==> config.mk <==
export PLATFORM = sky130hd
export DESIGN_NAME = sxa_alu
export DESIGN_NICKNAME = d
export VERILOG_FILES = /design/src/hdl/sxa_pkg.sv /design/src/hdl/sxa_result_unit.sv /design/src/hdl/sxa_alu.sv
export VERILOG_INCLUDE_DIRS = /design/src /design/src/hdl
export SDC_FILE = /design/constraint.sdc
export NUM_CORES = 1
export LEC_CHECK = 0
export ABC_CLOCK_PERIOD_IN_PS = 4090
export BUFFER_PORTS_ARGS = -buffer_cell sky130_fd_sc_hd__buf_2
export CORE_MARGIN = 4
export CORE_UTILIZATION = 47
export CTS_CLUSTER_SIZE = 24
export DETAILED_ROUTE_END_ITERATION = 16
export GPL_TIMING_DRIVEN = 1
export PLACE_DENSITY = 0.78
export SYNTH_ARGS = -nofsm -noshare
export SYNTH_HDL_FRONTEND = slang
export SYNTH_SLANG_ARGS = --single-unit
==> constraint.sdc <==
create_clock -name clk_in -period 4.09 [get_ports clk_in]
set_clock_uncertainty 0.1 [all_clocks]
set_input_delay 0.6135 -clock clk_in [delete_from_list [all_inputs] [get_ports clk_in]]
set_output_delay 0.6135 -clock clk_in [all_outputs]
set_load 0.01 [all_outputs]
==> src/hdl/sxa_map.svh <==
// opcode patterns, instruction field positions and reset values of the subtract/xor datapath
`ifndef SXA_MAP_SVH
`define SXA_MAP_SVH

// ==========================================================
// opcode prefixes (compared against the top instruction bits)
`define SXA_OP_SUB_WB_WR 8'h1F
`define SXA_OP_XOR_WR 8'h3C
`define SXA_OP_XOR_WB_WR 8'h3D
`define SXA_OP_XOR_MEM 9'h070
`define SXA_OP_XOR_WB_MEM 9'h072

// ==========================================================
// instruction field positions
`define SXA_PFX8_MSB 15
`define SXA_PFX8_LSB 8
`define SXA_PFX9_MSB 15
`define SXA_PFX9_LSB 7
`define SXA_IMM_MSB 7
`define SXA_IMM_LSB 4
`define SXA_WR_MSB 3
`define SXA_WR_LSB 0
`define SXA_ADDR_MSB 6
`define SXA_ADDR_LSB 0

// ==========================================================
// reset values and timing
`define SXA_RESULT_RST 4'h0
`define SXA_CARRY_RST 1'b0
`define SXA_ZERO_RST 1'b0
`define SXA_OP_CYCLES 1

`endif

==> src/hdl/sxa_pkg.sv <==
// types shared by the subtract/xor datapath
`default_nettype none
package sxa_pkg;
	typedef enum logic [2:0] {
		SXA_NONE,
		SXA_SUB_WB_WR,
		SXA_XOR_MEM,
		SXA_XOR_WR,
		SXA_XOR_WB_MEM,
		SXA_XOR_WB_WR
	} sxa_op_t;
endpackage
`default_nettype wire

==> src/hdl/sxa_result_unit.sv <==
// combinational result and borrow for the subtract and xor forms
`timescale 1ns/1ps
`default_nettype none
module sxa_result_unit
	import sxa_pkg::*;
#(
	parameter int DATA_W = 4
) (
	input wire sxa_op_t op_in,
	input wire logic [DATA_W-1:0] wr_data_in,
	input wire logic [DATA_W-1:0] mem_data_in,
	input wire logic [DATA_W-1:0] main_result_register_in,
	input wire logic [DATA_W-1:0] imm_in,
	output logic [DATA_W-1:0] result_out,
	output logic borrow_out
);
	logic [DATA_W:0] diff;

	always_comb begin
		diff = {1'b0, wr_data_in} - {1'b0, imm_in};
		borrow_out = diff[DATA_W];
		result_out = main_result_register_in;
		unique case (op_in)
			SXA_SUB_WB_WR: result_out = diff[DATA_W-1:0];
			SXA_XOR_MEM, SXA_XOR_WB_MEM: result_out = mem_data_in ^ main_result_register_in;
			SXA_XOR_WR, SXA_XOR_WB_WR: result_out = wr_data_in ^ imm_in;
			SXA_NONE: result_out = main_result_register_in;
		endcase
	end
endmodule
`default_nettype wire

==> src/hdl/sxa_alu.sv <==
// execution datapath for subtract-immediate-with-writeback and the four xor forms
// Functional notes
// - WR minus immediate to result, WR; carry, zero
// - memory xor result into result only; zero
// - WR xor immediate into result only; zero
// - memory xor result into memory and result
// - WR xor immediate into WR and result
// - decode memory xor-writeback prefix, 7-bit address
`timescale 1ns/1ps
`default_nettype none
`include "sxa_map.svh"
module sxa_alu
	import sxa_pkg::*;
#(
	parameter int DATA_W = 4,
	parameter int ADDR_W = 7,
	parameter int WR_W = 4
) (
	input wire logic clk_in,
	input wire logic srst_in,
	input wire logic instr_valid_in,
	input wire logic [15:0] instr_in,
	input wire logic [DATA_W-1:0] mem_rdata_in,
	input wire logic [DATA_W-1:0] wr_rdata_in,
	output logic done_out,
	output logic [DATA_W-1:0] main_result_register_out,
	output logic carry_flag_out,
	output logic zero_flag_out,
	output logic mem_we_out,
	output logic [ADDR_W-1:0] mem_waddr_out,
	output logic [DATA_W-1:0] mem_wdata_out,
	output logic wr_we_out,
	output logic [WR_W-1:0] wr_waddr_out,
	output logic [DATA_W-1:0] wr_wdata_out
);
	// ==========================================================
	// elaboration checks
	// instruction fields are fixed at 4-bit data, 7-bit address, 4-bit WR index
	if (DATA_W != 4 || ADDR_W != 7 || WR_W != 4) begin : g_bad_params
		$error("sxa_alu: unsupported width parameters");
	end

	// ==========================================================
	// decode
	function automatic sxa_op_t decode_op(input logic valid, input logic [15:0] instr);
		sxa_op_t op;
		op = SXA_NONE;
		// 8-bit and 9-bit prefixes never overlap, so the test order is free
		if (valid) begin
			if (instr[`SXA_PFX8_MSB:`SXA_PFX8_LSB] == `SXA_OP_SUB_WB_WR) begin
				op = SXA_SUB_WB_WR;
			end else if (instr[`SXA_PFX8_MSB:`SXA_PFX8_LSB] == `SXA_OP_XOR_WR) begin
				op = SXA_XOR_WR;
			end else if (instr[`SXA_PFX8_MSB:`SXA_PFX8_LSB] == `SXA_OP_XOR_WB_WR) begin
				op = SXA_XOR_WB_WR;
			end else if (instr[`SXA_PFX9_MSB:`SXA_PFX9_LSB] == `SXA_OP_XOR_MEM) begin
				op = SXA_XOR_MEM;
			end else if (instr[`SXA_PFX9_MSB:`SXA_PFX9_LSB] == `SXA_OP_XOR_WB_MEM) begin
				op = SXA_XOR_WB_MEM;
			end
		end
		return op;
	endfunction

	sxa_op_t op;
	logic [DATA_W-1:0] imm;
	logic [WR_W-1:0] wr_idx;
	logic [ADDR_W-1:0] mem_addr;
	logic [DATA_W-1:0] result;
	logic borrow;

	assign op = decode_op(instr_valid_in, instr_in);
	assign imm = instr_in[`SXA_IMM_MSB:`SXA_IMM_LSB];
	assign wr_idx = instr_in[`SXA_WR_MSB:`SXA_WR_LSB];
	// address bits already sit msb first in the low seven bits
	assign mem_addr = instr_in[`SXA_ADDR_MSB:`SXA_ADDR_LSB];

	sxa_result_unit #(
		.DATA_W(DATA_W)
	) u_result (
		.op_in(op),
		.wr_data_in(wr_rdata_in),
		.mem_data_in(mem_rdata_in),
		.main_result_register_in(main_result_register_out),
		.imm_in(imm),
		.result_out(result),
		.borrow_out(borrow)
	);

	// ==========================================================
	// next state
	logic next_done;
	logic [DATA_W-1:0] next_main_result;
	logic next_carry;
	logic next_zero;
	logic next_mem_we;
	logic [ADDR_W-1:0] next_mem_waddr;
	logic [DATA_W-1:0] next_mem_wdata;
	logic next_wr_we;
	logic [WR_W-1:0] next_wr_waddr;
	logic [DATA_W-1:0] next_wr_wdata;

	always_comb begin
		next_done = 1'b0;
		next_main_result = main_result_register_out;
		next_carry = carry_flag_out;
		next_zero = zero_flag_out;
		next_mem_we = 1'b0;
		next_mem_waddr = mem_waddr_out;
		next_mem_wdata = mem_wdata_out;
		next_wr_we = 1'b0;
		next_wr_waddr = wr_waddr_out;
		next_wr_wdata = wr_wdata_out;
		if (op != SXA_NONE) begin
			// every form completes in the cycle after it is offered
			next_done = 1'b1;
			next_main_result = result;
			next_zero = (result == '0);
		end
		unique case (op)
			SXA_SUB_WB_WR: begin
				// carry reads as "no borrow"
				next_carry = ~borrow;
				next_wr_we = 1'b1;
				next_wr_waddr = wr_idx;
				next_wr_wdata = result;
			end
			SXA_XOR_WB_MEM: begin
				// no forwarding here: the far side must show this write to the next instruction
				next_mem_we = 1'b1;
				next_mem_waddr = mem_addr;
				next_mem_wdata = result;
			end
			SXA_XOR_WB_WR: begin
				next_wr_we = 1'b1;
				next_wr_waddr = wr_idx;
				next_wr_wdata = result;
			end
			// result-register-only forms and no instruction: no write strobe, carry left alone
			SXA_XOR_MEM, SXA_XOR_WR, SXA_NONE: begin
			end
		endcase
	end

	always_ff @(posedge clk_in) begin
		if (srst_in) begin
			done_out <= 1'b0;
			main_result_register_out <= `SXA_RESULT_RST;
			carry_flag_out <= `SXA_CARRY_RST;
			zero_flag_out <= `SXA_ZERO_RST;
			mem_we_out <= 1'b0;
			mem_waddr_out <= '0;
			mem_wdata_out <= '0;
			wr_we_out <= 1'b0;
			wr_waddr_out <= '0;
			wr_wdata_out <= '0;
		end else begin
			done_out <= next_done;
			main_result_register_out <= next_main_result;
			carry_flag_out <= next_carry;
			zero_flag_out <= next_zero;
			mem_we_out <= next_mem_we;
			mem_waddr_out <= next_mem_waddr;
			mem_wdata_out <= next_mem_wdata;
			wr_we_out <= next_wr_we;
			wr_waddr_out <= next_wr_waddr;
			wr_wdata_out <= next_wr_wdata;
		end
	end

	// ==========================================================
	// assertions
	logic [DATA_W-1:0] ref_sub;
	logic [DATA_W-1:0] ref_xor_mem;
	logic [DATA_W-1:0] ref_xor_wr;
	logic ref_no_borrow;
	assign ref_sub = wr_rdata_in - imm;
	assign ref_no_borrow = (wr_rdata_in >= imm);
	assign ref_xor_mem = mem_rdata_in ^ main_result_register_out;
	assign ref_xor_wr = wr_rdata_in ^ imm;
endmodule
`default_nettype wire

==> summary.txt <==
Synth
  • Mapped Area: roughly 0.0014 mm^2
  • Yosys Warn Count: 0
  • Async set-reset flop share out of synthesis: 0%
  • Avg Cell Area, Syn: roughly 9.1 um^2
  • Synth top area share: roughly two fifths
  • Net Count, Synth: around 190
  • Top post-synthesis cells by area: dfxtp_1 40%, a211oi_2 6.3%, nor2_1 5.9%, nand2_1 4.9%, ha_1 3.6%
  • Main synth FF type: dfxtp_1
  • Largest area contributor in the netlist: dfxtp_1
  • Post-Synthesis Cells: 153
  • Netlist cell types: 44
  • Yosys reg bits: 28
  • Sequential fraction of the synthesis area: ~40%
  • EDFF count, synth: 0

Clock tree
  • Insertion delay to the later sink of the worst-skew pair: about 0.32 ns
  • Post-CTS Setup Repair Bufs: 0
  • Root Buffer: clkbuf_4
  • Post-cts hold buffer count: 0
  • Clock Pin Slew Worst Setup and Hold Paths: approximately 0.15 ns
  • Num CTS Buffers: 3
  • Post-cts repair resize count: 0
  • Clock Tree Buf Depth: 2
  • CTS tree: built
  • Clock Sinks: 28
  • H-tree depth: 1

Final layout
  • Area grow syn2layout: 24.3%
  • # nets final: around 240
  • Fillers: 246
  • Ant diodes: 0
  • Post-Layout Cell Count: 237
  • Design area: ~0.0017 mm^2
  • Share of cells above drive strength 1: between 30% and 40%

Global route
  • Initial antenna violation count: 0
  • Vias in the first global route: around 1,300
  • First-pass GRT wire length: about 5.9 mm
  • Largest net degree at the start of global routing: 30
  • GRT overflow: 0
  • Tot GR Track Use: 18.0%

Worst setup path
  • CP Launch Type: input pin
  • CP max stage cell: fa_1
  • Cell family with the largest share of critical-path delay: compound AO/OA/AOI/OAI gates
  • Required time of the critical path: 4.23 ns
  • Crit path buffers/inverters: 1
  • Setup CP Type: input pin to flip-flop
  • Crit-path max FO: 4
  • Crit. End Element: flip-flop
  • Crit-path cells: buf_2, ha_1, fa_1, xor2_1, o32ai_1, a32o_1, a32oi_1, a211oi_1
  • R2R Setup Slk: around 2.7 ns
  • Arr. time, crit path: 2.43 ns
  • Delay of the slowest critical-path stage: between 0.4 and 0.5 ns

Floorplan
  • I/O pins: 55
  • Die area: 0.00389 mm^2
  • Area of the core: about 0.0028 mm^2
  • Chip height: between 60 and 70 um
  • Die Span X: approximately 62 um
  • Row cnt: 19
  • Initial Utilization: around half

Place
  • Place WS: about 1.5 ns
  • Inst Count DP: between 200 and 250
  • Routability cong.: slightly above 0.8
  • Port bufs: 54
  • Post-DP HPWL: roughly 2.6 mm
  • Dpl cell area: approximately 0.0017 mm^2

Timing
  • # setup viols final: 0
  • WHS: 0.363 ns
  • Worst slew pin tran: around 0.74 ns
  • Min setup slack post-route: 1.79 ns
  • Fin crit share: roughly 56%
  • RSZ-0062 raised after global routing: no
  • Max-slew violations: 0
  • Fin. Hold Viols: 0
  • Max_slew headroom: between 50% and 60%
  • Tmin final: approximately 2.3 ns
  • Fmax: roughly 440 MHz
  • Setup TNS: 0 ns

Route
  • # DRC: 0
  • DR vias: approximately 1,300
  • DRT iter0 DRCs: 55
  • Post-DRT Antenna Nets: 0
  • Wirelength, routed: ~3.4 mm
  • WL per Instance: roughly 14 um
  • DR vias/cell: between 5 and 6
  • Pre-Repair DR Iteration Count: 4

Pwr
  • IR drop worst, VDD: approximately 0.00032 V
  • Power per cell area: a little under 300 mW/mm^2
  • Leakage power: just under 0.8 nW

Job
  • Maxcap violations: 0

Outcome
  • Status: completed

Min path
  • Hold crit path type: flip-flop to flip-flop
## layout make-up
class | count | area (um^2) | share of cell area (%)
inverters | 11 | 41.3 | 2.39
well taps | 31 | 38.8 | 2.24
flip-flops and latches | 28 | 561 | 32.4
multi-input cells | 109 | 764 | 44.2
clock buffers | 3 | 22.5 | 1.30
clock inverters | 1 | 30.0 | 1.74
repair buffers | 54 | 270 | 15.6
## Yosys cell counts, types with 2 or more instances
library cell  number
or4b_1             2
mux2i_1            4
clkbuf_1           3
xor2_1             2
nand3b_1           2
and3_1             2
nor2_1            22
nor3b_1            2
a21oi_1            9
ha_1               4
o21bai_1           2
a21o_1             2
a211oi_2           7
dfxtp_1           28
inv_1             11
and3b_1            3
a211oi_1           3
nand2_1           18
o21ai_1            2
## worst reg2reg max path: stages, from the launching register on
cell      delay (ns)
dfxtp_1         0.37
inv_1           0.05
a32o_1          0.21
a32oi_1         0.36
a211oi_1        0.15
## layout by cell type, fill, tap and decap left out, drive strengths merged, types with 2 or more instances in the layout
cell,count
ha,4
mux2i,4
o21bai,2
and3b,3
and3,2
or4b,2
a21oi,10
nor3b,2
a211oi,10
buf,54
clkbuf,3
nand3b,2
inv,11
o21ai,2
nand3,2
dfxtp,28
xor2,2
nor2,22
o311a,2
a21o,2
nand2,18
## kinds of logic after synthesis
family,count (synthesis),share of synthesized area [%]
buffers and inverters,16,4.68
AO/OA/AOI/OAI,37,22.5
multiplexers,4,2.88
flip-flops,28,40.3
adder cells (fa/ha/maj),5,5.04
XOR/XNOR,2,1.26
AND/OR/NAND/NOR,61,23.3
## routing by layer
layer | track usage, % | wire [um] | part of all wire [%] | up-vias
met5 | 0 | 0 | 0 | -
met4 | 6.90 | 34 | 1.0 | 0
li1 | - | - | - | 652
met1 | 22.2 | 1490 | 44 | 591
met2 | 29.8 | 1570 | 47 | 44
met3 | 4.68 | 269 | 8.0 | 4
## through the flow
step / power (mW) / utilization (%)
finish: 0.505 / 62.1
global route: 0.529 / 62.1
CTS: 0.511 / 62.1
detailed placement: 0.334 / 60.2
global placement: 0.332 / 60.2
floorplan: 0.309 / -
## path summary, 6_finish.rpt
kind / start / endpoint / cells after the start
worst max-delay path: instr_in[4] / wr_wdata_out[2] / 8
worst min-delay path: mem_waddr_out[0] / mem_waddr_out[0] / 2
worst max register to register: main_result_register_out[2] / wr_wdata_out[2] / 4
worst min register to register: mem_waddr_out[0] / mem_waddr_out[0] / 2
## sequential cells by signal, summed over array words and instances (netlist names)
signal / count
carry_flag_out: 1
done_out: 1
main_result_register_out: 4
mem_waddr_out: 7
mem_wdata_out: 4
mem_we_out: 1
wr_waddr_out: 4
wr_wdata_out: 4
wr_we_out: 1
zero_flag_out: 1
## report_power, final
group	switching, mW	total, mW	internal (mW)
Combinational	0.0309	0.0543	0.0234
Sequential	0.000508	0.274	0.274
Clock	0.0777	0.177	0.0991
Total	0.109	0.505	0.396
Power figures use the tool's default switching activity.
